==> config.mk <==
export PLATFORM = sky130hd
export DESIGN_NAME = smbext_top
export DESIGN_NICKNAME = d
export VERILOG_FILES = /design/src/pkg/smbext_pkg.sv /design/src/rtl/smbext_top.sv
export SDC_FILE = /design/constraint.sdc
export NUM_CORES = 1
export LEC_CHECK = 0
export BUFFER_PORTS_ARGS = -buffer_cell sky130_fd_sc_hd__buf_2
export CAP_MARGIN = 0
export CORE_ASPECT_RATIO = 0.75
export CORE_MARGIN = 2
export CORE_UTILIZATION = 55
export CTS_CLUSTER_DIAMETER = 80
export CTS_CLUSTER_SIZE = 12
export DETAILED_ROUTE_END_ITERATION = 12
export PLACE_DENSITY = 0.85
export SLEW_MARGIN = 20
export SYNTH_ARGS = -nofsm -noshare
export SYNTH_HDL_FRONTEND = slang
export SYNTH_SLANG_ARGS = --single-unit
==> constraint.sdc <==
create_clock -name aclk -period 3 [get_ports aclk]
set_input_delay 0.6 -clock aclk [delete_from_list [all_inputs] [get_ports aclk]]
set_output_delay 0.6 -clock aclk [all_outputs]
set_load 0.005 [all_outputs]
==> src/pkg/smbext_pkg.sv <==
// Constants for the SMBus extension block
// Functional notes
// - Glitch code zero bypasses the filter
// - Code N swallows pulses up to N periods
// - Field width and filter rate are parameters
// - Fast ack off: value applies to next byte
// - Fast ack on: written value acks current byte
// - Bit 6 enables alert response address match
// - Bit 5 enables second address match
// - Clock select: bus/64 or full bus rate
// - Low timeout flag sets, write one clears
// - Zero low timeout value disables detection
// - Bus free flag, read-only, self clearing
// - High/low flag sets, write one clears
// - Bit 0 enables high/low timeout interrupt
// - Master sees bus free after high timeout
// - Second address in upper seven bits
// - High register gives timeout bits 15:8
// - Low register gives timeout bits 7:0
`default_nettype none
package smbext_pkg;
    // ========================================
    // Register byte offsets
    localparam logic [7:0] OFF_FILTER   = 8'h00;
    localparam logic [7:0] OFF_SMB      = 8'h04;
    localparam logic [7:0] OFF_ADDR2    = 8'h08;
    localparam logic [7:0] OFF_SLT_HI   = 8'h0c;
    localparam logic [7:0] OFF_SLT_LO   = 8'h10;
    localparam logic [7:0] OFF_IRQ_STAT = 8'h14;
    localparam logic [7:0] OFF_IRQ_MASK = 8'h18;
    localparam logic [7:0] OFF_ACK      = 8'h1c;
    localparam logic [7:0] OFF_LINES    = 8'h20;
    // ========================================
    // Control/status bit positions
    localparam int B_FAST_ACK_ENABLE   = 7;
    localparam int B_ALERT  = 6;
    localparam int B_SECOND = 5;
    localparam int B_TIMEOUT_CLK_SEL = 4;
    localparam int B_SCL_LOW_TIMEOUT_FLAG   = 3;
    localparam int B_FREE   = 2;
    localparam int B_HLF    = 1;
    localparam int B_HLIE   = 0;
    localparam logic [7:0] SMB_CFG_MASK = 8'hf1;
    // Interrupt status bits
    localparam int I_LOW   = 0;
    localparam int I_HL    = 1;
    localparam int I_ACK   = 2;
    localparam int I_MATCH = 3;
    localparam int IRQ_W   = 4;
    // ========================================
    // Reset values and timing
    localparam logic [7:0] RST_REG8   = 8'h00;
    localparam logic [5:0] PRESC_LAST = 6'h3f;
    localparam int         HI_SHIFT   = 9;
    localparam logic [6:0] ALERT_ADDR = 7'h0c;
    localparam logic [1:0] RESP_OKAY  = 2'b00;
    localparam logic [1:0] RESP_SLVERR = 2'b10;
endpackage
`default_nettype wire

==> src/rtl/smbext_top.sv <==
// SMBus extension: glitch filter, fast ack, address match, timeouts
//
// Chosen here: the placing of the registers and register access over AXI4-Lite.
`timescale 1ns/1ps
`default_nettype none
module smbext_top #(
    parameter int FLT_W       = 4,
    parameter bit DOUBLE_RATE = 1'b0,
    parameter int AW          = 8
) (
    input  wire logic          aclk,
    input  wire logic          aresetn,
    input  wire logic [AW-1:0] awaddr,
    input  wire logic          awvalid,
    output logic               awready,
    input  wire logic [31:0]   wdata,
    input  wire logic [3:0]    wstrb,
    input  wire logic          wvalid,
    output logic               wready,
    output logic [1:0]         bresp,
    output logic               bvalid,
    input  wire logic          bready,
    input  wire logic [AW-1:0] araddr,
    input  wire logic          arvalid,
    output logic               arready,
    output logic [31:0]        rdata,
    output logic [1:0]         rresp,
    output logic               rvalid,
    input  wire logic          rready,
    input  wire logic          scl_in,
    input  wire logic          sda_in,
    output logic               scl_filt,
    output logic               sda_filt,
    input  wire logic          rx_byte_done,
    input  wire logic          addr_valid,
    input  wire logic [7:0]    addr_byte,
    output logic               ack_strobe,
    output logic               ack_nack,
    output logic               alert_match,
    output logic               second_match,
    output logic               bus_idle,
    output logic               irq
);
    localparam int CW = FLT_W + 2;
    localparam logic [CW-1:0] STEP = DOUBLE_RATE ? CW'(2) : CW'(1);

    // ========================================
    // Register bus
    logic          awready_r, wready_r, bvalid_r, arready_r, rvalid_r;
    logic          aw_got_r, w_got_r;
    logic [AW-1:0] awaddr_q;
    logic [31:0]   wdata_q;
    logic [3:0]    wstrb_q;
    logic [1:0]    bresp_r, rresp_r;
    logic [31:0]   rdata_r;

    wire aw_hs  = awvalid & awready_r;
    wire w_hs   = wvalid & wready_r;
    wire do_wr  = (aw_hs | aw_got_r) & (w_hs | w_got_r) & ~bvalid_r;
    wire b_hs   = bvalid_r & bready;
    wire ar_hs  = arvalid & arready_r;
    wire r_hs   = rvalid_r & rready;
    wire [AW-1:0] wa = aw_hs ? awaddr : awaddr_q;
    wire [31:0]   wd = w_hs ? wdata : wdata_q;
    wire [3:0]    ws = w_hs ? wstrb : wstrb_q;
    wire          wl = do_wr & ws[0];
    wire [7:0]    wb = wd[7:0];

    wire wr_filter = wl && wa == AW'(smbext_pkg::OFF_FILTER);
    wire wr_smb    = wl && wa == AW'(smbext_pkg::OFF_SMB);
    wire wr_addr2  = wl && wa == AW'(smbext_pkg::OFF_ADDR2);
    wire wr_slt_hi = wl && wa == AW'(smbext_pkg::OFF_SLT_HI);
    wire wr_slt_lo = wl && wa == AW'(smbext_pkg::OFF_SLT_LO);
    wire wr_istat  = wl && wa == AW'(smbext_pkg::OFF_IRQ_STAT);
    wire wr_imask  = wl && wa == AW'(smbext_pkg::OFF_IRQ_MASK);
    wire wr_ack    = wl && wa == AW'(smbext_pkg::OFF_ACK);
    wire wa_ok     = wa == AW'(smbext_pkg::OFF_FILTER) || wa == AW'(smbext_pkg::OFF_SMB)
                  || wa == AW'(smbext_pkg::OFF_ADDR2) || wa == AW'(smbext_pkg::OFF_SLT_HI)
                  || wa == AW'(smbext_pkg::OFF_SLT_LO) || wa == AW'(smbext_pkg::OFF_IRQ_STAT)
                  || wa == AW'(smbext_pkg::OFF_IRQ_MASK) || wa == AW'(smbext_pkg::OFF_ACK)
                  || wa == AW'(smbext_pkg::OFF_LINES);

    always_ff @(posedge aclk) begin
        if (!aresetn) begin
            awready_r <= 1'b1;
            wready_r  <= 1'b1;
            aw_got_r  <= 1'b0;
            w_got_r   <= 1'b0;
            bvalid_r  <= 1'b0;
            bresp_r   <= smbext_pkg::RESP_OKAY;
            awaddr_q  <= '0;
            wdata_q   <= '0;
            wstrb_q   <= '0;
        end else begin
            awready_r <= b_hs ? 1'b1 : (aw_hs ? 1'b0 : awready_r);
            wready_r  <= b_hs ? 1'b1 : (w_hs ? 1'b0 : wready_r);
            aw_got_r  <= do_wr ? 1'b0 : (aw_got_r | aw_hs);
            w_got_r   <= do_wr ? 1'b0 : (w_got_r | w_hs);
            bvalid_r  <= do_wr ? 1'b1 : (b_hs ? 1'b0 : bvalid_r);
            if (do_wr)
                bresp_r <= wa_ok ? smbext_pkg::RESP_OKAY : smbext_pkg::RESP_SLVERR;
            if (aw_hs)
                awaddr_q <= awaddr;
            if (w_hs) begin
                wdata_q <= wdata;
                wstrb_q <= wstrb;
            end
        end
    end

    // ========================================
    // Software registers
    logic [FLT_W-1:0] flt_r;
    logic [7:0]       smb_cfg_r, addr2_r, slt_hi_r, slt_lo_r;
    logic [smbext_pkg::IRQ_W-1:0] istat_r, imask_r, ievt;
    logic scl_low_timeout_flag_r, hlf_r, bus_free_r, ack_bit_r;

    wire fast_en  = smb_cfg_r[smbext_pkg::B_FAST_ACK_ENABLE];
    wire alert_en = smb_cfg_r[smbext_pkg::B_ALERT];
    wire sec_en   = smb_cfg_r[smbext_pkg::B_SECOND];
    wire timeout_clk_sel   = smb_cfg_r[smbext_pkg::B_TIMEOUT_CLK_SEL];
    wire hl_ie    = smb_cfg_r[smbext_pkg::B_HLIE];
    wire [15:0] lt_val = {slt_hi_r, slt_lo_r};

    always_ff @(posedge aclk) begin
        if (!aresetn) begin
            flt_r     <= '0;
            smb_cfg_r <= smbext_pkg::RST_REG8;
            addr2_r   <= smbext_pkg::RST_REG8;
            slt_hi_r  <= smbext_pkg::RST_REG8;
            slt_lo_r  <= smbext_pkg::RST_REG8;
            imask_r   <= '0;
            ack_bit_r <= 1'b0;
        end else begin
            if (wr_filter)
                flt_r <= wb[FLT_W-1:0];
            if (wr_smb)
                smb_cfg_r <= wb & smbext_pkg::SMB_CFG_MASK;
            if (wr_addr2)
                addr2_r <= {wb[7:1], 1'b0};
            if (wr_slt_hi)
                slt_hi_r <= wb;
            if (wr_slt_lo)
                slt_lo_r <= wb;
            if (wr_imask)
                imask_r <= wb[smbext_pkg::IRQ_W-1:0];
            if (wr_ack)
                ack_bit_r <= wb[0];
        end
    end
    // ========================================
    // Read path
    logic [7:0] rd_val;
    wire  [AW-1:0] ra = araddr;
    wire  ra_ok = ra == AW'(smbext_pkg::OFF_FILTER) || ra == AW'(smbext_pkg::OFF_SMB)
               || ra == AW'(smbext_pkg::OFF_ADDR2) || ra == AW'(smbext_pkg::OFF_SLT_HI)
               || ra == AW'(smbext_pkg::OFF_SLT_LO) || ra == AW'(smbext_pkg::OFF_IRQ_STAT)
               || ra == AW'(smbext_pkg::OFF_IRQ_MASK) || ra == AW'(smbext_pkg::OFF_ACK)
               || ra == AW'(smbext_pkg::OFF_LINES);
    logic ack_pend_r, scl_filt_r, sda_filt_r;

    always_comb begin
        rd_val = 8'h00;
        case (ra[7:0])
            smbext_pkg::OFF_FILTER:   rd_val = 8'(flt_r);
            smbext_pkg::OFF_SMB:      rd_val = {smb_cfg_r[7:4], scl_low_timeout_flag_r, bus_free_r, hlf_r, smb_cfg_r[0]};
            smbext_pkg::OFF_ADDR2:    rd_val = addr2_r;
            smbext_pkg::OFF_SLT_HI:   rd_val = slt_hi_r;
            smbext_pkg::OFF_SLT_LO:   rd_val = slt_lo_r;
            smbext_pkg::OFF_IRQ_STAT: rd_val = 8'(istat_r);
            smbext_pkg::OFF_IRQ_MASK: rd_val = 8'(imask_r);
            smbext_pkg::OFF_ACK:      rd_val = {7'h00, ack_bit_r};
            smbext_pkg::OFF_LINES:    rd_val = {5'h00, ack_pend_r, sda_filt_r, scl_filt_r};
            default:                  rd_val = 8'h00;
        endcase
    end

    always_ff @(posedge aclk) begin
        if (!aresetn) begin
            arready_r <= 1'b1;
            rvalid_r  <= 1'b0;
            rdata_r   <= '0;
            rresp_r   <= smbext_pkg::RESP_OKAY;
        end else begin
            arready_r <= ar_hs ? 1'b0 : (r_hs ? 1'b1 : arready_r);
            rvalid_r  <= ar_hs ? 1'b1 : (r_hs ? 1'b0 : rvalid_r);
            if (ar_hs) begin
                rdata_r <= {24'h000000, rd_val};
                rresp_r <= ra_ok ? smbext_pkg::RESP_OKAY : smbext_pkg::RESP_SLVERR;
            end
        end
    end

    // ========================================
    // Glitch filter, one lane per bus line
    wire  [1:0]    line_in = {sda_in, scl_in};
    logic [1:0]    filt_r;
    logic [CW-1:0] fcnt_r [2];
    logic [CW-1:0] fcnt_nxt [2];
    logic [1:0]    accept;

    for (genvar i = 0; i < 2; i++) begin : g_filt
        wire diff = line_in[i] != filt_r[i];
        // Each cycle spans STEP filter periods
        assign fcnt_nxt[i] = diff ? fcnt_r[i] + STEP : '0;
        assign accept[i]   = (flt_r == '0) || (diff && fcnt_nxt[i] > CW'(flt_r));
        always_ff @(posedge aclk) begin
            if (!aresetn) begin
                filt_r[i] <= 1'b1;
                fcnt_r[i] <= '0;
            end else begin
                filt_r[i] <= accept[i] ? line_in[i] : filt_r[i];
                fcnt_r[i] <= accept[i] ? '0 : fcnt_nxt[i];
            end
        end
    end
    assign scl_filt_r = filt_r[0];
    assign sda_filt_r = filt_r[1];

    // ========================================
    // Timeout counters
    logic [5:0]  presc_r;
    logic [15:0] low_cnt_r, hi_cnt_r;
    logic [1:0]  lvl_q_r;
    logic        low_hit_q_r, hl_q_r;

    wire tick      = timeout_clk_sel | (presc_r == smbext_pkg::PRESC_LAST);
    wire [15:0] hi_thr = lt_val >> smbext_pkg::HI_SHIFT;
    wire low_hit   = !scl_filt_r && (lt_val != 16'h0000) && (low_cnt_r >= lt_val);
    wire both_hi   = scl_filt_r & sda_filt_r;
    wire free_now  = both_hi && lvl_q_r == filt_r && hi_cnt_r > hi_thr;
    wire hl_now    = scl_filt_r && !sda_filt_r && lvl_q_r == filt_r && hi_cnt_r > hi_thr;
    wire low_evt   = low_hit & ~low_hit_q_r;
    wire hl_evt    = hl_now & ~hl_q_r;

    always_ff @(posedge aclk) begin
        if (!aresetn) begin
            presc_r     <= '0;
            low_cnt_r   <= '0;
            hi_cnt_r    <= '0;
            lvl_q_r     <= 2'b11;
            low_hit_q_r <= 1'b0;
            hl_q_r      <= 1'b0;
            bus_free_r  <= 1'b0;
        end else begin
            presc_r     <= presc_r + 6'h01;
            lvl_q_r     <= filt_r;
            low_hit_q_r <= low_hit;
            hl_q_r      <= hl_now;
            bus_free_r  <= free_now;
            if (scl_filt_r)
                low_cnt_r <= '0;
            else if (tick && low_cnt_r != 16'hffff)
                low_cnt_r <= low_cnt_r + 16'h0001;
            if (lvl_q_r != filt_r || !scl_filt_r)
                hi_cnt_r <= '0;
            else if (tick && hi_cnt_r != 16'hffff)
                hi_cnt_r <= hi_cnt_r + 16'h0001;
        end
    end

    // ========================================
    // Sticky flags, set wins over clear
    wire clr_scl_low_timeout_flag = wr_smb & wb[smbext_pkg::B_SCL_LOW_TIMEOUT_FLAG];
    wire clr_hlf  = wr_smb & wb[smbext_pkg::B_HLF];

    always_ff @(posedge aclk) begin
        if (!aresetn) begin
            scl_low_timeout_flag_r <= 1'b0;
            hlf_r  <= 1'b0;
        end else begin
            scl_low_timeout_flag_r <= low_evt | (scl_low_timeout_flag_r & ~clr_scl_low_timeout_flag);
            hlf_r  <= hl_evt | (hlf_r & ~clr_hlf);
        end
    end

    // ========================================
    // Acknowledge control
    logic ack_strobe_r, ack_nack_r;
    wire  ack_fast_go = fast_en & ack_pend_r & wr_ack;

    always_ff @(posedge aclk) begin
        if (!aresetn) begin
            ack_pend_r   <= 1'b0;
            ack_strobe_r <= 1'b0;
            ack_nack_r   <= 1'b0;
        end else begin
            ack_pend_r <= (fast_en & rx_byte_done) | (ack_pend_r & ~wr_ack & fast_en);
            if (!fast_en && rx_byte_done) begin
                ack_strobe_r <= 1'b1;
                ack_nack_r   <= ack_bit_r;
            end else if (ack_fast_go) begin
                ack_strobe_r <= 1'b1;
                ack_nack_r   <= wb[0];
            end else begin
                ack_strobe_r <= 1'b0;
            end
        end
    end

    // ========================================
    // Address matching
    logic alert_match_r, second_match_r;

    always_ff @(posedge aclk) begin
        if (!aresetn) begin
            alert_match_r  <= 1'b0;
            second_match_r <= 1'b0;
        end else begin
            alert_match_r  <= addr_valid && alert_en && addr_byte[7:1] == smbext_pkg::ALERT_ADDR;
            second_match_r <= addr_valid && sec_en && addr_byte[7:1] == addr2_r[7:1];
        end
    end

    // ========================================
    // Interrupts
    logic irq_r;
    wire [smbext_pkg::IRQ_W-1:0] iclr = wr_istat ? wb[smbext_pkg::IRQ_W-1:0] : '0;
    wire [smbext_pkg::IRQ_W-1:0] istat_nxt = ievt | (istat_r & ~iclr);

    always_comb begin
        ievt = '0;
        ievt[smbext_pkg::I_LOW]   = low_evt;
        ievt[smbext_pkg::I_HL]    = hl_evt & hl_ie;
        ievt[smbext_pkg::I_ACK]   = fast_en & rx_byte_done;
        ievt[smbext_pkg::I_MATCH] = alert_match_r | second_match_r;
    end

    always_ff @(posedge aclk) begin
        if (!aresetn) begin
            istat_r <= '0;
            irq_r   <= 1'b0;
        end else begin
            istat_r <= istat_nxt;
            irq_r   <= |(istat_nxt & imask_r);
        end
    end

    assign awready      = awready_r;
    assign wready       = wready_r;
    assign bvalid       = bvalid_r;
    assign bresp        = bresp_r;
    assign arready      = arready_r;
    assign rvalid       = rvalid_r;
    assign rdata        = rdata_r;
    assign rresp        = rresp_r;
    assign scl_filt     = scl_filt_r;
    assign sda_filt     = sda_filt_r;
    assign ack_strobe   = ack_strobe_r;
    assign ack_nack     = ack_nack_r;
    assign alert_match  = alert_match_r;
    assign second_match = second_match_r;
    assign bus_idle     = bus_free_r;
    assign irq          = irq_r;

    // ========================================
    // Checks
    AST_BYPASS: assert property (@(posedge aclk) disable iff (!aresetn)
        flt_r == '0 |=> scl_filt_r == $past(scl_in))
        else $error("bypass filter not transparent");
    AST_GLITCH: assert property (@(posedge aclk) disable iff (!aresetn)
        $changed(scl_filt_r) && $past(flt_r) != '0 |-> $past(fcnt_nxt[0]) > CW'($past(flt_r)))
        else $error("filter passed a short pulse");
    AST_SLOW_ACK: assert property (@(posedge aclk) disable iff (!aresetn)
        !fast_en && rx_byte_done |=> ack_strobe_r && ack_nack_r == $past(ack_bit_r))
        else $error("stored ack not applied");
    AST_FAST_ACK: assert property (@(posedge aclk) disable iff (!aresetn)
        fast_en && ack_pend_r && wr_ack |=> ack_strobe_r && ack_nack_r == $past(wb[0]))
        else $error("fast ack value wrong");
    AST_ALERT_OFF: assert property (@(posedge aclk) disable iff (!aresetn)
        !alert_en |=> !alert_match_r)
        else $error("alert match while disabled");
    AST_SECOND: assert property (@(posedge aclk) disable iff (!aresetn)
        addr_valid && sec_en && addr_byte[7:1] == addr2_r[7:1] |=> second_match_r)
        else $error("second address missed");
    AST_PRESC: assert property (@(posedge aclk) disable iff (!aresetn)
        tick && !timeout_clk_sel ##1 !timeout_clk_sel |-> !tick)
        else $error("slow tick too fast");
    AST_LOW_SET: assert property (@(posedge aclk) disable iff (!aresetn)
        low_evt |=> scl_low_timeout_flag_r && !$past(scl_filt_r))
        else $error("low timeout flag not set");
    AST_LOW_OFF: assert property (@(posedge aclk) disable iff (!aresetn)
        lt_val == 16'h0000 && !scl_low_timeout_flag_r |=> !scl_low_timeout_flag_r)
        else $error("low timeout while disabled");
    AST_FREE: assert property (@(posedge aclk) disable iff (!aresetn)
        bus_free_r |-> $past(scl_filt_r) && $past(sda_filt_r))
        else $error("bus free without idle lines");
    AST_HL_SET: assert property (@(posedge aclk) disable iff (!aresetn)
        hl_evt |=> hlf_r)
        else $error("high low flag not set");
endmodule
`default_nettype wire

==> results.md <==
- Horizontal extent of the die: 135 µm
- Peak clock frequency supported by timing: 401 MHz
- Power per standard cell area: around 560 nW/µm²
- End point of the critical path: smb_cfg_r[0]
- TritonCTS clock tree: done
- Number of synthesis warnings: 0
- Post-Syn Area: 7090 µm²
- Setup repair after global routing missed its margin: false
- Final min period: 2.49 ns
- Largest net degree at the start of global routing: 63
- Worst slew pin tran: 0.713 ns
- Post-synthesis cell type with the largest combined area: dfxtp_1
- Portion of the post-synthesis area used by sequential elements: 39.5%
- Clock latency on the worst-skew pair: 0.42 ns
- Count of buffers added by post-CTS timing repair for setup: 0
- First DRT Iteration DRCs: 659
- Gr usage total: around 27%
- Starting density of the core: 57.0%
- Source of the worst register-to-register timing path: awready
- Remaining global-route overflow: 0
- Post-Syn Area per Cell: around 8.6 µm²
- Drc violations: 0
- Number of ports placed on the die boundary: 120
- Register-to-Register Path Depth: 6
- Global-route wire length before repair: 29100 µm
- Drt total wl: around 18000 µm
- CTS sink cnt: 140
- Share of layout cells above drive strength 1: 13.5%
- Die ar.: around 14000 µm²
- Crit Path Category: flip-flop to flip-flop
- HPWL after detailed placement: 12500 µm
- Overall die height: 102 µm
- Final-stage net count: 1008
- Post-synth top area share: 39.5%
- Final max-slew violation count: 0
- Hold-fix buffers, CTS: 0
- Standard cell core area: 12400 µm²
- Remaining antenna violation count after routing: 0
- Path type of the worst min-delay path: primary input to flip-flop
- Startpoint of the worst setup timing path: awready
- Largest fanout of any net on the critical path: 11
- Post-synth ARST share: 0%
- Startpoint type of the worst setup path: flip-flop
- Standard-cell rows: 35
- Max Cap Violations: 0
- Setup slack of the worst register-to-register path: between 0.5 and 0.6 ns
- Setup violation total in the final timing report: 0
- Number of H-tree branching levels: 4
- Critical register-to-register path endpoint: smb_cfg_r[0]
- Number of global-route vias before repair: 5773
- Total of buffers placed on input and output ports: 65
- Clock edge transition at the registers on the reported setup and hold paths: approximately 0.060 ns
- Number of cells produced by synthesis: 829
- Number of vias per cell: 5.83
- Crit path required time: 3.33 ns
- Pleak: 3.33 nW
- Outcome: completed
- Distinct cell type count after synthesis: 63
- Number of detailed-routing iterations run before antenna repair: 5
- Clock skew: ~0.0075 ns
- Buffer type at the clock tree root: clkbuf_16
- Final antenna diode count: 0
- Final worst-path cycle share: 83.1%
- Clock tree buffer depth: 2
- Number of antenna violations at the first check in global routing: 0
- Worst-case headroom to the max-slew limit: 52.3%
- Worst hold margin: 0.362 ns
- Synth area leaders: dfxtp_1 (40%), ha_1 (6.4%), mux2i_1 (4.8%), nand2_1 (4.4%), nor2_1 (4.1%)
- Wire length per cell: 16.5 µm
- Number of instances resized during post-cts repair: 0
- Maximum ir drop on the vdd rail: 0.000532 V
- Sort of element at the end of the critical path: flip-flop
- Count of flip-flops with a built-in enable after synthesis: 0
- Main synth FF type: dfxtp_1
- GP Congestion: 0.867
- Vias after detailed routing: 6284
- Area overhead of the layout relative to synthesis: 15.2%
- Final sum of negative setup slack: 0 ns
- Seq cells post-synth: 140
- Data arrival at the endpoint of the critical path: between 2 and 3 ns
- Clock buffers created by TritonCTS: 17
- Hold violation count in the final report: 0
==> power breakdown <==
part	total, W	switching, W	leakage [nW]	internal, W
clock	0.00235	0.000799	0.308	0.00155
sequential	0.00192	0.0000265	1.14	0.00190
combinational	0.000284	0.000178	1.88	0.000106
==> cell type report <==
| class | instances | area [µm²] |
|---|---|---|
| tap | 166 | 208 |
| sequential | 140 | 2800 |
| multi-input combinational | 626 | 3950 |
| inverter | 41 | 154 |
| fill | 1013 | 4270 |
| timing repair buffer | 75 | 400 |
| clock inverter | 12 | 221 |
| clock buffer | 18 | 429 |
==> flip-flops by register name, summed over array words and instances (netlist names), 2 cells and up <==
name	cells
lvl_q_r	2
presc_r	6
flt_r	4
istat_r	4
addr2_r	7
wdata_q	8
hi_cnt_r	16
slt_lo_r	8
awaddr_q	8
smb_cfg_r	5
low_cnt_r	16
rdata	8
imask_r	4
slt_hi_r	8
fcnt_r	12
==> routing by layer <==
| layer | vias up | wire length (µm) | global-route usage, % |
|---|---|---|---|
| met2 | 276 | 7490 | 39.9 |
| met5 | - | 0 | 0 |
| met4 | 0 | 370 | 9.78 |
| li1 | 3030 | - | - |
| met1 | 2941 | 8240 | 38.1 |
| met3 | 37 | 1670 | 7.34 |
==> logic make-up after synthesis <==
group,after synthesis,synth area share [%]
AO/OA/AOI/OAI,137,12.3
XOR/XNOR,46,5.68
adder cells (fa/ha/maj),36,6.35
buffers and inverters,92,6.28
flip-flops,140,39.5
multiplexers,43,6.39
other,1,0.0529
AND/OR/NAND/NOR,334,23.5
==> metrics by stage <==
step           setup slack [ns]  utilization [%]  power [W]  cell area (µm²)  instances
2_1_floorplan             0.555                -    0.00216             7200        858
3_3_place_gp              0.352             60.4    0.00223             7520       1048
3_5_place_dp              0.343             60.4    0.00224             7520       1048
4_1_cts                   0.562             65.7    0.00455             8170       1078
5_1_grt                   0.317             65.7    0.00469             8170       1078
6_report                  0.506             65.7    0.00455             8170       1078
==> critical path: stages, from the launching register on <==
cell,delay (ns)
dfxtp_1,0.48
and2_1,0.40
a21oi_1,0.22
nor4b_4,0.51
and3_1,0.49
nor2_1,0.07
a211oi_1,0.22
==> how the worst min path moves through the flow <==
stage,end,startpoint,cells past startpoint,slack (ns)
after floorplan,presc_r[0],presc_r[0],1,0.42
after global placement,presc_r[0],presc_r[0],1,0.43
after detailed placement,presc_r[0],presc_r[0],1,0.45
after CTS,alert_match,addr_byte[2],2,0.35
after global routing,alert_match,addr_byte[2],2,0.37
final,alert_match,addr_byte[2],2,0.36
==> cell usage after synthesis, types with 5 or more instances <==
| cell | n |
|---|---|
| buf_4 | 26 |
| o21ai_0 | 48 |
| nor4_1 | 20 |
| and3_1 | 12 |
| ha_1 | 36 |
| or2_2 | 5 |
| inv_1 | 39 |
| mux2_2 | 8 |
| nor2_1 | 77 |
| nand3_1 | 45 |
| and2_1 | 10 |
| a211oi_1 | 5 |
| xnor2_1 | 30 |
| nand3b_1 | 5 |
| nand2b_1 | 12 |
| xor2_1 | 16 |
| nor2b_1 | 7 |
| or3_1 | 6 |
| nor3_1 | 16 |
| nand2_1 | 83 |
| clkbuf_1 | 19 |
| mux2i_1 | 34 |
| a31oi_1 | 5 |
| dfxtp_1 | 140 |
| nand4_1 | 20 |
| a21oi_1 | 35 |
==> cell usage in the layout (no fill, tap or decap), types with 4 or more instances in the layout <==
cell	count
dfxtp_1	140
nand2_1	83
nor2_1	77
buf_2	65
o21ai_0	48
nand3_1	45
inv_1	39
ha_1	36
a21oi_1	35
mux2i_1	34
xnor2_1	30
conb_1	30
nand4_1	20
nor4_1	20
clkbuf_16	17
xor2_1	16
nor3_1	16
and3_1	12
nand2b_1	12
and2_1	10
buf_4	10
mux2_2	8
nor2b_1	7
or3_1	6
bufinv_16	6
or2_2	5
a31oi_1	5
nand3b_1	5
a211oi_1	5
o211ai_1	4
a22oi_1	4
o21a_1	4
Note: power is estimated with default switching activity, not from simulation.
